==> src/crf_pkg.sv <==
/*
 * Shared constants, encodings and carrier types of the CPU register file block.
 * Assumes a single clock domain and an instruction sequencer on the same clock.
 */
`default_nettype none

package crf_pkg;

    localparam int unsigned CRF_NUM_REGS = 8;
    localparam logic [2:0] CRF_SP_IDX = 3'h7;

    localparam int unsigned CRF_BIT_I = 7;
    localparam int unsigned CRF_BIT_UI = 6;
    localparam int unsigned CRF_BIT_H = 5;
    localparam int unsigned CRF_BIT_U = 4;
    localparam int unsigned CRF_BIT_N = 3;
    localparam int unsigned CRF_BIT_Z = 2;
    localparam int unsigned CRF_BIT_V = 1;
    localparam int unsigned CRF_BIT_C = 0;

    localparam int unsigned CRF_HALF_BIT_B = 3;
    localparam int unsigned CRF_HALF_BIT_W = 11;
    localparam int unsigned CRF_HALF_BIT_L = 27;
    localparam int unsigned CRF_MSB_B = 7;
    localparam int unsigned CRF_MSB_W = 15;
    localparam int unsigned CRF_MSB_L = 31;

    localparam logic [31:0] CRF_MASK_B = 32'h0000_00FF;
    localparam logic [31:0] CRF_MASK_W = 32'h0000_FFFF;
    localparam logic [31:0] CRF_MASK_L = 32'hFFFF_FFFF;

    localparam logic [7:0] CRF_FLAGS_RST = 8'h80;
    localparam logic [31:0] CRF_GPR_RST = 32'h0000_0000;
    localparam logic [23:0] CRF_PC_RST = 24'h00_0000;
    localparam logic [23:0] CRF_PC_STEP = 24'h00_0002;
    localparam logic [23:0] CRF_FETCH_MASK = 24'hFF_FFFE;
    localparam logic [23:0] CRF_ADDR20_MASK = 24'h0F_FFFF;

    typedef enum logic [1:0] {
        CRF_SZ_B = 2'b00,
        CRF_SZ_W = 2'b01,
        CRF_SZ_L = 2'b10
    } crf_size_t;

    typedef enum logic [3:0] {
        CRF_OP_ADD = 4'b0000,
        CRF_OP_ADDX = 4'b0001,
        CRF_OP_SUB = 4'b0010,
        CRF_OP_SUBX = 4'b0011,
        CRF_OP_CMP = 4'b0100,
        CRF_OP_NEG = 4'b0101,
        CRF_OP_SHIFT = 4'b0110,
        CRF_OP_LOGIC = 4'b0111
    } crf_alu_op_t;

    typedef enum logic [2:0] {
        CRF_FL_NONE = 3'b000,
        CRF_FL_LOAD = 3'b001,
        CRF_FL_AND = 3'b010,
        CRF_FL_OR = 3'b011,
        CRF_FL_XOR = 3'b100
    } crf_flag_op_t;

    typedef enum logic [2:0] {
        CRF_BIT_NONE = 3'b000,
        CRF_BIT_LD = 3'b001,
        CRF_BIT_AND = 3'b010,
        CRF_BIT_OR = 3'b011,
        CRF_BIT_XOR = 3'b100
    } crf_bit_op_t;

    typedef enum logic [2:0] {
        CRF_SP_HOLD = 3'b000,
        CRF_SP_DEC2 = 3'b001,
        CRF_SP_DEC4 = 3'b010,
        CRF_SP_INC2 = 3'b011,
        CRF_SP_INC4 = 3'b100
    } crf_sp_step_t;

    typedef logic [CRF_NUM_REGS-1:0][31:0] crf_gpr_file_t;

    typedef struct packed {
        crf_size_t size;
        logic [3:0] idx;
    } crf_rsel_t;

    typedef struct packed {
        logic en;
        crf_size_t size;
        logic [3:0] idx;
        logic [31:0] data;
    } crf_wr_t;

    typedef struct packed {
        logic valid;
        crf_alu_op_t op;
        crf_size_t size;
        logic [31:0] a;
        logic [31:0] b;
        logic shift_out;
        logic wr_en;
        logic [3:0] dst;
    } crf_alu_req_t;

    typedef struct packed {
        crf_bit_op_t op;
        logic invert;
        logic bit_in;
    } crf_bit_req_t;

    typedef struct packed {
        crf_flag_op_t op;
        logic [7:0] imm;
    } crf_flag_req_t;

    typedef struct packed {
        logic load;
        logic [23:0] value;
        logic advance;
    } crf_pc_req_t;

    typedef struct packed {
        crf_gpr_file_t gpr;
        logic [7:0] flags;
        logic [23:0] pc;
        logic [23:0] fetch_addr;
        logic [23:0] ea;
        logic [31:0] rd_a;
        logic [31:0] rd_b;
        logic [31:0] alu_res;
        logic irq_ok;
        logic nmi_ok;
        logic taken;
    } crf_state_t;

    localparam crf_state_t CRF_STATE_RST = '{
        gpr: {CRF_NUM_REGS{CRF_GPR_RST}},
        flags: CRF_FLAGS_RST,
        pc: CRF_PC_RST,
        fetch_addr: CRF_PC_RST,
        ea: CRF_PC_RST,
        rd_a: CRF_GPR_RST,
        rd_b: CRF_GPR_RST,
        alu_res: CRF_GPR_RST,
        irq_ok: 1'b0,
        nmi_ok: 1'b0,
        taken: 1'b0
    };

endpackage

`default_nettype wire

==> src/crf_core.sv <==
/*
 * Programmer-visible CPU state: eight general registers with 32/16/8-bit views,
 * the stack pointer, the program counter, the condition flags and their update logic.
 * Assumes the sequencer, interrupt controller and address datapath share core_clk
 * and present at most one instruction's worth of requests per cycle.
 */
`default_nettype none

// Behaviour
// - Eight identical 32-bit registers, any access size.
// - Each splits into upper and lower halves.
// - Lower half splits into high and low bytes.
// - Eighth register doubles as stack pointer.
// - 24-bit program counter, fetch forces bit zero.
// - Eight-bit flags register with fixed bit layout.
// - Mask bit blocks all but non-maskable interrupt.
// - Exception handling start sets the mask bit.
// - Bits six and four freely software accessible.
// - Byte arithmetic half-carry taken at bit three.
// - Word arithmetic half-carry taken at bit eleven.
// - Long arithmetic half-carry taken at bit 27.
// - Negative flag copies the result sign.
// - Zero flag marks an all-zero result.
// - Overflow flag marks arithmetic overflow, else cleared.
// - Carry holds carry, borrow or shifted-out bit.
// - Bit instructions use carry as accumulator.
// - Flags loadable, storable, AND/OR/XOR modifiable.
// - Branch conditions come from N, Z, V, C.
// - Reset loads vector, sets mask, nothing else; reset_n here zeroes registers, PC and other flags, vec_load loads the vector.
// - One-megabyte modes drop upper four address bits.
module crf_core
    import crf_pkg::*;
(
    input wire logic core_clk,
    input wire logic reset_n,
    input wire crf_wr_t gpr_wr,
    input wire crf_rsel_t rd_a_sel,
    input wire crf_rsel_t rd_b_sel,
    input wire crf_alu_req_t alu_req,
    input wire crf_bit_req_t bit_req,
    input wire crf_flag_req_t flag_req,
    input wire crf_sp_step_t sp_step,
    input wire crf_pc_req_t pc_req,
    input wire logic exc_start,
    input wire logic vec_load,
    input wire logic [23:0] vec_addr,
    input wire logic irq_req,
    input wire logic nmi_req,
    input wire logic ui_is_mask,
    input wire logic mode_1m,
    input wire logic [23:0] ea_in,
    input wire logic [3:0] branch_cond,
    output logic [31:0] rd_a_data,
    output logic [31:0] rd_b_data,
    output logic [31:0] alu_result,
    output logic [7:0] condition_flags,
    output logic [31:0] stack_pointer,
    output logic [23:0] program_counter,
    output logic [23:0] fetch_addr,
    output logic [23:0] ea_out,
    output logic irq_accept,
    output logic nmi_accept,
    output logic branch_taken
);

    crf_state_t s_q;
    crf_state_t s_d;

    logic [31:0] mask;
    logic [31:0] op_a;
    logic [31:0] op_b;
    logic [32:0] carry_in;
    logic [32:0] raw;
    logic [32:0] xmix;
    logic [31:0] res;
    logic is_sub;
    logic is_arith;
    logic sign_a;
    logic sign_b;
    logic sign_r;
    logic half_c;
    logic top_c;
    logic bit_val;
    logic [31:0] sp_val;

    // Reads a view of the register file; byte and word views are zero-extended.
    function automatic logic [31:0] crf_get_view(input crf_gpr_file_t f, input crf_rsel_t sel);
        logic [31:0] r;
        r = f[sel.idx[2:0]];
        case (sel.size)
            CRF_SZ_L: crf_get_view = r;
            CRF_SZ_W: crf_get_view = sel.idx[3] ? {16'h0000, r[31:16]} : {16'h0000, r[15:0]};
            CRF_SZ_B: crf_get_view = sel.idx[3] ? {24'h00_0000, r[7:0]} : {24'h00_0000, r[15:8]};
            default: crf_get_view = r;
        endcase
    endfunction

    // Merges new data into one view and keeps every other bit of the register.
    function automatic logic [31:0] crf_put_view(input logic [31:0] old, input crf_size_t size,
                                                 input logic hi, input logic [31:0] data);
        logic [31:0] r;
        r = old;
        case (size)
            CRF_SZ_L: r = data;
            CRF_SZ_W: begin
                if (hi) begin
                    r[31:16] = data[15:0];
                end else begin
                    r[15:0] = data[15:0];
                end
            end
            CRF_SZ_B: begin
                if (hi) begin
                    r[7:0] = data[7:0];
                end else begin
                    r[15:8] = data[7:0];
                end
            end
            default: r = old;
        endcase
        crf_put_view = r;
    endfunction

    // Picks the sign bit of a value for the given operand size.
    function automatic logic crf_sign(input logic [31:0] v, input crf_size_t size);
        case (size)
            CRF_SZ_B: crf_sign = v[CRF_MSB_B];
            CRF_SZ_W: crf_sign = v[CRF_MSB_W];
            default: crf_sign = v[CRF_MSB_L];
        endcase
    endfunction

    // Evaluates a branch condition code against the current flags.
    function automatic logic crf_cond(input logic [3:0] cc, input logic [7:0] f);
        logic n;
        logic z;
        logic v;
        logic c;
        n = f[CRF_BIT_N];
        z = f[CRF_BIT_Z];
        v = f[CRF_BIT_V];
        c = f[CRF_BIT_C];
        case (cc)
            4'h0: crf_cond = 1'b1;
            4'h1: crf_cond = 1'b0;
            4'h2: crf_cond = ~(c | z);
            4'h3: crf_cond = c | z;
            4'h4: crf_cond = ~c;
            4'h5: crf_cond = c;
            4'h6: crf_cond = ~z;
            4'h7: crf_cond = z;
            4'h8: crf_cond = ~v;
            4'h9: crf_cond = v;
            4'hA: crf_cond = ~n;
            4'hB: crf_cond = n;
            4'hC: crf_cond = ~(n ^ v);
            4'hD: crf_cond = n ^ v;
            4'hE: crf_cond = ~(z | (n ^ v));
            default: crf_cond = z | (n ^ v);
        endcase
    endfunction

    always_comb begin
        s_d = s_q;
        mask = CRF_MASK_L;
        op_a = 32'h0000_0000;
        op_b = 32'h0000_0000;
        carry_in = 33'h0_0000_0000;
        raw = 33'h0_0000_0000;
        xmix = 33'h0_0000_0000;
        res = 32'h0000_0000;
        is_sub = 1'b0;
        is_arith = 1'b0;
        half_c = 1'b0;
        top_c = 1'b0;
        bit_val = 1'b0;
        sp_val = 32'h0000_0000;

        // Register write port.
        if (gpr_wr.en) begin
            s_d.gpr[gpr_wr.idx[2:0]] = crf_put_view(s_q.gpr[gpr_wr.idx[2:0]], gpr_wr.size,
                                                    gpr_wr.idx[3], gpr_wr.data);
        end

        // Operand shaping by size.
        case (alu_req.size)
            CRF_SZ_B: mask = CRF_MASK_B;
            CRF_SZ_W: mask = CRF_MASK_W;
            default: mask = CRF_MASK_L;
        endcase
        is_sub = (alu_req.op == CRF_OP_SUB) || (alu_req.op == CRF_OP_SUBX) ||
                 (alu_req.op == CRF_OP_CMP) || (alu_req.op == CRF_OP_NEG);
        is_arith = is_sub || (alu_req.op == CRF_OP_ADD) || (alu_req.op == CRF_OP_ADDX);
        if (alu_req.op == CRF_OP_NEG) begin
            op_a = 32'h0000_0000;
            op_b = alu_req.a & mask;
        end else begin
            op_a = alu_req.a & mask;
            op_b = alu_req.b & mask;
        end
        if ((alu_req.op == CRF_OP_ADDX) || (alu_req.op == CRF_OP_SUBX)) begin
            carry_in = {32'h0000_0000, s_q.flags[CRF_BIT_C]};
        end
        if (is_sub) begin
            raw = {1'b0, op_a} - {1'b0, op_b} - carry_in;
        end else begin
            raw = {1'b0, op_a} + {1'b0, op_b} + carry_in;
        end
        // Each bit of xmix is the carry or borrow that entered that bit position.
        xmix = {1'b0, op_a} ^ {1'b0, op_b} ^ raw;
        case (alu_req.size)
            CRF_SZ_B: begin
                half_c = xmix[CRF_HALF_BIT_B + 1];
                top_c = xmix[CRF_MSB_B + 1];
            end
            CRF_SZ_W: begin
                half_c = xmix[CRF_HALF_BIT_W + 1];
                top_c = xmix[CRF_MSB_W + 1];
            end
            default: begin
                half_c = xmix[CRF_HALF_BIT_L + 1];
                top_c = raw[CRF_MSB_L + 1];
            end
        endcase
        if (is_arith) begin
            res = raw[31:0] & mask;
        end else begin
            res = alu_req.b & mask;
        end
        sign_a = crf_sign(op_a, alu_req.size);
        sign_b = crf_sign(op_b, alu_req.size);
        sign_r = crf_sign(res, alu_req.size);

        // Flag update and result write-back.
        if (alu_req.valid) begin
            s_d.alu_res = res;
            s_d.flags[CRF_BIT_N] = sign_r;
            s_d.flags[CRF_BIT_Z] = (res == 32'h0000_0000);
            if (is_arith) begin
                s_d.flags[CRF_BIT_H] = half_c;
                s_d.flags[CRF_BIT_C] = top_c;
                if (is_sub) begin
                    s_d.flags[CRF_BIT_V] = (sign_a != sign_b) && (sign_r != sign_a);
                end else begin
                    s_d.flags[CRF_BIT_V] = (sign_a == sign_b) && (sign_r != sign_a);
                end
            end else if (alu_req.op == CRF_OP_SHIFT) begin
                s_d.flags[CRF_BIT_V] = 1'b0;
                s_d.flags[CRF_BIT_C] = alu_req.shift_out;
            end else begin
                s_d.flags[CRF_BIT_V] = 1'b0;
            end
            if (alu_req.wr_en && (alu_req.op != CRF_OP_CMP)) begin
                s_d.gpr[alu_req.dst[2:0]] = crf_put_view(s_d.gpr[alu_req.dst[2:0]], alu_req.size,
                                                         alu_req.dst[3], res);
            end
        end

        // Carry as one-bit accumulator.
        bit_val = bit_req.bit_in ^ bit_req.invert;
        case (bit_req.op)
            CRF_BIT_LD: s_d.flags[CRF_BIT_C] = bit_val;
            CRF_BIT_AND: s_d.flags[CRF_BIT_C] = s_q.flags[CRF_BIT_C] & bit_val;
            CRF_BIT_OR: s_d.flags[CRF_BIT_C] = s_q.flags[CRF_BIT_C] | bit_val;
            CRF_BIT_XOR: s_d.flags[CRF_BIT_C] = s_q.flags[CRF_BIT_C] ^ bit_val;
            default: s_d.flags[CRF_BIT_C] = s_d.flags[CRF_BIT_C];
        endcase

        // Whole-register flag instructions reach every bit, bits six and four included.
        case (flag_req.op)
            CRF_FL_LOAD: s_d.flags = flag_req.imm;
            CRF_FL_AND: s_d.flags = s_q.flags & flag_req.imm;
            CRF_FL_OR: s_d.flags = s_q.flags | flag_req.imm;
            CRF_FL_XOR: s_d.flags = s_q.flags ^ flag_req.imm;
            default: s_d.flags = s_d.flags;
        endcase

        // Implicit stack pointer adjustment after any explicit write.
        sp_val = s_d.gpr[CRF_SP_IDX];
        case (sp_step)
            CRF_SP_DEC2: s_d.gpr[CRF_SP_IDX] = sp_val - 32'h0000_0002;
            CRF_SP_DEC4: s_d.gpr[CRF_SP_IDX] = sp_val - 32'h0000_0004;
            CRF_SP_INC2: s_d.gpr[CRF_SP_IDX] = sp_val + 32'h0000_0002;
            CRF_SP_INC4: s_d.gpr[CRF_SP_IDX] = sp_val + 32'h0000_0004;
            default: s_d.gpr[CRF_SP_IDX] = sp_val;
        endcase

        // Program counter; the reset vector overrides any other load.
        if (vec_load) begin
            s_d.pc = vec_addr;
        end else if (pc_req.load) begin
            s_d.pc = pc_req.value;
        end else if (pc_req.advance) begin
            s_d.pc = (s_q.pc & CRF_FETCH_MASK) + CRF_PC_STEP;
        end

        // Exception entry sets the mask last, so it wins over a flag instruction.
        if (exc_start || vec_load) begin
            s_d.flags[CRF_BIT_I] = 1'b1;
        end

        // Fetch and effective addresses, truncated in one-megabyte modes.
        s_d.fetch_addr = s_d.pc & CRF_FETCH_MASK;
        s_d.ea = ea_in;
        if (mode_1m) begin
            s_d.fetch_addr = s_d.fetch_addr & CRF_ADDR20_MASK;
            s_d.ea = ea_in & CRF_ADDR20_MASK;
        end

        // Read ports show the registers as they stood before this edge.
        s_d.rd_a = crf_get_view(s_q.gpr, rd_a_sel);
        s_d.rd_b = crf_get_view(s_q.gpr, rd_b_sel);

        // Interrupt acceptance from the current mask bits.
        s_d.irq_ok = irq_req && !s_q.flags[CRF_BIT_I] &&
                     !(ui_is_mask && s_q.flags[CRF_BIT_UI]);
        s_d.nmi_ok = nmi_req;

        s_d.taken = crf_cond(branch_cond, s_q.flags);
    end

    // The whole state resets to constants; register contents after reset carry no meaning.
    always_ff @(posedge core_clk or negedge reset_n) begin
        if (!reset_n) begin
            s_q <= CRF_STATE_RST;
        end else begin
            s_q <= s_d;
        end
    end

    assign rd_a_data = s_q.rd_a;
    assign rd_b_data = s_q.rd_b;
    assign alu_result = s_q.alu_res;
    assign condition_flags = s_q.flags;
    assign stack_pointer = s_q.gpr[CRF_SP_IDX];
    assign program_counter = s_q.pc;
    assign fetch_addr = s_q.fetch_addr;
    assign ea_out = s_q.ea;
    assign irq_accept = s_q.irq_ok;
    assign nmi_accept = s_q.nmi_ok;
    assign branch_taken = s_q.taken;

endmodule

`default_nettype wire

==> config.mk <==
export PLATFORM = sky130hd
export DESIGN_NAME = crf_core
export DESIGN_NICKNAME = d
export VERILOG_FILES = /design/src/crf_pkg.sv /design/src/crf_core.sv
export SDC_FILE = /design/constraint.sdc
export NUM_CORES = 2
export LEC_CHECK = 0
export BUFFER_PORTS_ARGS = -buffer_cell sky130_fd_sc_hd__buf_2
export CAP_MARGIN = 15
export CORE_MARGIN = 10
export CORE_UTILIZATION = 45
export CTS_CLUSTER_SIZE = 40
export DETAILED_ROUTE_END_ITERATION = 10
export GPL_ROUTABILITY_DRIVEN = 0
export HOLD_SLACK_MARGIN = 0.02
export SLEW_MARGIN = 25
export SYNTH_ARGS = -nofsm -noshare
export SYNTH_HDL_FRONTEND = slang
export SYNTH_SLANG_ARGS = --single-unit
==> constraint.sdc <==
create_clock -name core_clk -period 14.2 [get_ports core_clk]
set_input_delay 3.55 -clock core_clk [delete_from_list [all_inputs] [get_ports core_clk]]
set_output_delay 3.55 -clock core_clk [all_outputs]
set_load 0.02 [all_outputs]
## After elaboration in Yosys (flattened, before gate mapping)

Index checks and enable logic that the tools add are counted.
Widths: inputs -> output; s select.

- Add/subtract/negate cells: 9
- $lt $le $gt $ge: 6
- Equal/unequal tests: 42
- Mux-type cells: 67
- Bitwise gates (word level): 22
- Reductions and logical operators: 33

Operator list:

| kind | count |
|---|---|
| $mux 256 | 3 |
| $bwmux 256 | 2 |
| $bmux 32 s3 | 4 |
| $mux 32 | 9 |
| $demux 32 s3 | 2 |
| $mux 16 | 12 |
| $pmux 32 s2 | 3 |
| $pmux 32 s4 | 1 |
| $and 32x32->32 | 3 |
| $pmux 16 s3 | 2 |
| $mux 24 | 3 |
| $pmux 16 s2 | 2 |
| $xor 29x29->29 | 2 |
| $mux 48 | 1 |
| $mux 8 | 6 |
| $add 32x32->33 | 1 |
| $add 33x33->33 | 1 |
| $mux 33 | 1 |
| $sub 32x32->33 | 1 |
| $sub 33x33->33 | 1 |
| $add 32x2->32 const B | 1 |
| $add 32x3->32 const B | 1 |
| $logic_not 32->1 | 1 |
| $pmux 8 s4 | 1 |
| other kinds (41) | 115 |

- Flip-flop bits (word level): 435
- Bits of input ports: 233
- Logic and storage cells: 202

## Logic depth before layout (Yosys ltp)

- Depth after elaboration: 18
- Gate-level depth with buffers: 34

## Worst setup path before layout

No wires, ideal clock.

- Path kind: input to register
- Start point: in alu_req[73] (netlist name)
- End point: reg s_q, in the netlist stack_pointer[31]
- Setup time: 126 ps
- Arrival: 9,988 ps
- Data required time: 14,074 ps
- Setup slack: 4,086 ps
- Stages: 31
- Cells stage by stage: buf_2 > nand4bb_1 > buf_2 > clkbuf_1 > clkbuf_1 > nand2_1 > a21oi_1 > ha_1 > ha_1 > a21oi_1 > o211a_1 > a2bb2oi_1 > nand2_1 > xor2_1 > nand2b_1 > a32o_1 > nand2_1 > a21oi_1 > o31ai_1 > o21ai_0 > ha_1 > a21o_1 > a211oi_1 > o21ai_0 > or3_1 > a221oi_2 > or2_2 > o31ai_1 > or4_1 > o211ai_1 > xnor2_1

RTL lines:

| item | RTL line | text |
|---|---|---|
| from (decl) | crf_core.sv:39 | `input wire crf_alu_req_t alu_req,` |
| to (signal assigned) | crf_core.sv:325 | `s_q <= CRF_STATE_RST;` |
| to (signal assigned) | crf_core.sv:327 | `s_q <= s_d;` |
| to (decl) | crf_core.sv:66 | `crf_state_t s_q;` |

==> metrics.log <==
INFO  metric achievable-frequency = 0.0869 GHz
INFO  metric grt_pass1_vias = 36700
INFO  metric crit_path_start = alu_req[70]
INFO  metric outcome = finished clean
INFO  metric insertion_delay = 640 ps
INFO  metric final_common_cell = nand2_1
INFO  metric cts-root-buf = clkbuf_16
INFO  metric post_cts_setup_buffer_count = 0
INFO  metric cellLeakagePower = 18.8 nW
INFO  metric r2r_start = condition_flags[0]
INFO  metric required = 14690 ps
INFO  metric layout.cells.most_common_list = nand2_1, buf_2, dfrtp_1, o21ai_0, a21oi_1
INFO  metric max_slew_margin = 0.197
INFO  metric post_cts_hold_buffer_count = 0
INFO  metric h-tree-depth = 2
INFO  metric route.final.wire_length = 176 mm
INFO  metric area_delta_synth_final = 9.38%
INFO  metric syn-num-nets = 5027
INFO  metric critical_path_arrival = 11990 ps
INFO  metric netlist_instances = 4613
INFO  metric grt-ovfl-total = 0
INFO  metric reg2reg_depth = 28
INFO  metric path_clk_slew = 60 ps
INFO  metric post-place-ws = 2090 ps
INFO  metric timing.final.setup_violations = 0
INFO  metric grt_setup_unrepaired = false
INFO  metric grt_max_degree = 135
INFO  metric route.detailed.wl_per_inst = 29.8 um
INFO  metric yosys_register_bits = 415
INFO  metric worstSetupEndpoint = stack_pointer[31]
INFO  metric place.detailed.hpwl = 129 mm
INFO  metric place.port_buffers = 442
INFO  metric critical_path.startpoint_type = primary input
INFO  metric number_of_standard_cell_rows_in_the_floorplan = 108
INFO  metric post_cts_resized = 0
INFO  metric die_x = 315 um
INFO  metric gr-usage-all-layers = 0.337
INFO  metric initial_core_util = 0.453
INFO  metric detailedRoute.firstIterationViolations = 5757
INFO  metric drtAntennaViolNets = 0
INFO  metric final_net_count = 5128
INFO  metric dr_total_vias = 39500
INFO  metric antenna_violations_before_repair = 12
INFO  metric power_density = 160 nW/um2
INFO  metric endpoint_kind = flop
INFO  metric peakVddDrop = 0.0977 mV
INFO  metric yosys_warnings = 0
INFO  metric die_h = 315 um
INFO  metric drive_above_1_share = 0.200
INFO  metric cpPeakStageDelay = 690 ps
INFO  metric worst_slack = 2690 ps
INFO  metric hold_class = reg2reg
INFO  metric critical-path-slowest-cell = ha_1
INFO  metric remaining_drc_errors = 0
INFO  metric cts.sinks = 415
INFO  metric final_hold_viol_count = 0
INFO  metric report.final.slew_viol_count = 0
INFO  metric crit_top_cell = ha_1
INFO  metric timing.final.crit_share = 0.810
INFO  metric number_of_buffers_added_by_the_clock_tree_synthesis_step = 52
INFO  metric rrSetupSlack = 5820 ps
INFO  metric core = 86600 um2
INFO  metric netlist-cell-type-count = 105
INFO  metric timing.setup.tns = 0 ps
INFO  metric ys_dominant_reg_cell = dfrtp_1
INFO  metric worstSetupPathType = in2reg
INFO  metric worst-slew-pin-transition = 1170 ps
INFO  metric cap_violations = 0
INFO  metric tritoncts = built
INFO  metric netlist_area = 39300 um2
INFO  metric period_minus_slack = 11510 ps
INFO  metric grt_first_pass_wirelength = 251 mm
INFO  metric firstDrtPassIters = 6
INFO  metric clock_skew = 27.6 ps
INFO  metric pin_count = 444
INFO  metric floorplan.die_area = 99500 um2
INFO  metric total_power = 6.86 mW
INFO  metric synth_async_sr_flop_share = 1.00
INFO  metric seq_area_frac_synth = 0.264
INFO  metric synthesis.area_per_instance = 8.51 um2
INFO  metric clk_path_buf_depth = 3
INFO  metric vias_per_cell = 6.68
INFO  metric synth-edff-count = 0
INFO  metric reg2reg_to = stack_pointer[31]
INFO  metric worstPathMaxFanout = 16
[cell type report]
type                    count  area (um2)
well taps                1155        1450
multi-input cells        3543       25600
inverters                 147         552
clock inverters            26         375
repair buffers            555        3090
diodes                      4        10.0
clock buffers              68        1470
flip-flops and latches    415       10400
fillers                  8481       43700
[routing by layer]
metal / vias to the layer above / GRT usage / routed length (um)
li1: 17000 / - / -
met1: 19000 / 0.423 / 65000
met2: 2813 / 0.490 / 73700
met3: 633 / 0.143 / 26900
met4: 10 / 0.169 / 10800
met5: - / 0 / 64
[state kept, by name, summed over array words and instances (netlist names)]
register,flops
s_q,224
alu_result,32
rd_a_data,32
rd_b_data,32
stack_pointer,32
ea_out,24
program_counter,24
condition_flags,8
fetch_addr,4
branch_taken,1
irq_accept,1
nmi_accept,1
[kinds of logic after synthesis]
family / Yosys count / share of synthesized area
xor gates and xnor gates: 119 / 0.0265
buffers and inverters: 655 / 0.0856
and+or+nand+nor: 1299 / 0.146
adders and majority gates: 181 / 0.0588
other: 1 / 0.0000955
AOI/OAI and AO/OA: 1495 / 0.244
DFF: 415 / 0.264
muxes: 448 / 0.174
[how the worst min path moves through the flow]
stage                    from              to  cells past startpoint
2_1_floorplan   alu_result[0]   alu_result[0]                      1
6_report        alu_result[9]   alu_result[9]                      1
4_1_cts        alu_result[18]  alu_result[18]                      1
5_1_grt         alu_result[9]   alu_result[9]                      1
3_3_place_gp    alu_result[9]   alu_result[9]                      1
3_5_place_dp    alu_result[8]   alu_result[8]                      1
[per-stage QoR]
stage	cells	utilization	hold slack [ps]	instance area, um2
after floorplan	4613	-	482	39300
after global placement	5814	0.474	487	41100
after detailed placement	5815	0.474	491	41100
after CTS	5909	0.496	510	42900
after global routing	5910	0.496	529	42900
final	5913	0.496	505	43000
[synthesized netlist by cell type, drive strengths merged, types with 93 or more instances]
| library cell | n | area, um2 |
|---|---|---|
| a21o | 93 | 698 |
| a21oi | 398 | 2000 |
| buf | 288 | 1980 |
| clkbuf | 220 | 826 |
| dfrtp | 414 | 10400 |
| ha | 175 | 2190 |
| inv | 144 | 541 |
| mux2i | 216 | 2170 |
| mux4 | 182 | 4100 |
| nand2 | 550 | 2060 |
| nor2 | 397 | 1500 |
| o21ai | 426 | 2140 |
[critical path: cells and delay by family]
family                   cells  cell delay (ps)
AND/OR/NAND/NOR              4             1000
buffers and inverters        3              720
AO/OA/AOI/OAI               15             4300
adder cells (fa/ha/maj)      4             1940
XOR/XNOR                     3              470
[where the power goes]
group	switching [mW]	internal, mW	total [mW]
Clock	0.598	0.876	1.47
Combinational	2.13	1.37	3.49
Sequential	0.419	1.48	1.90
Total	3.14	3.72	6.86
Note: power is estimated with default switching activity, not from simulation.
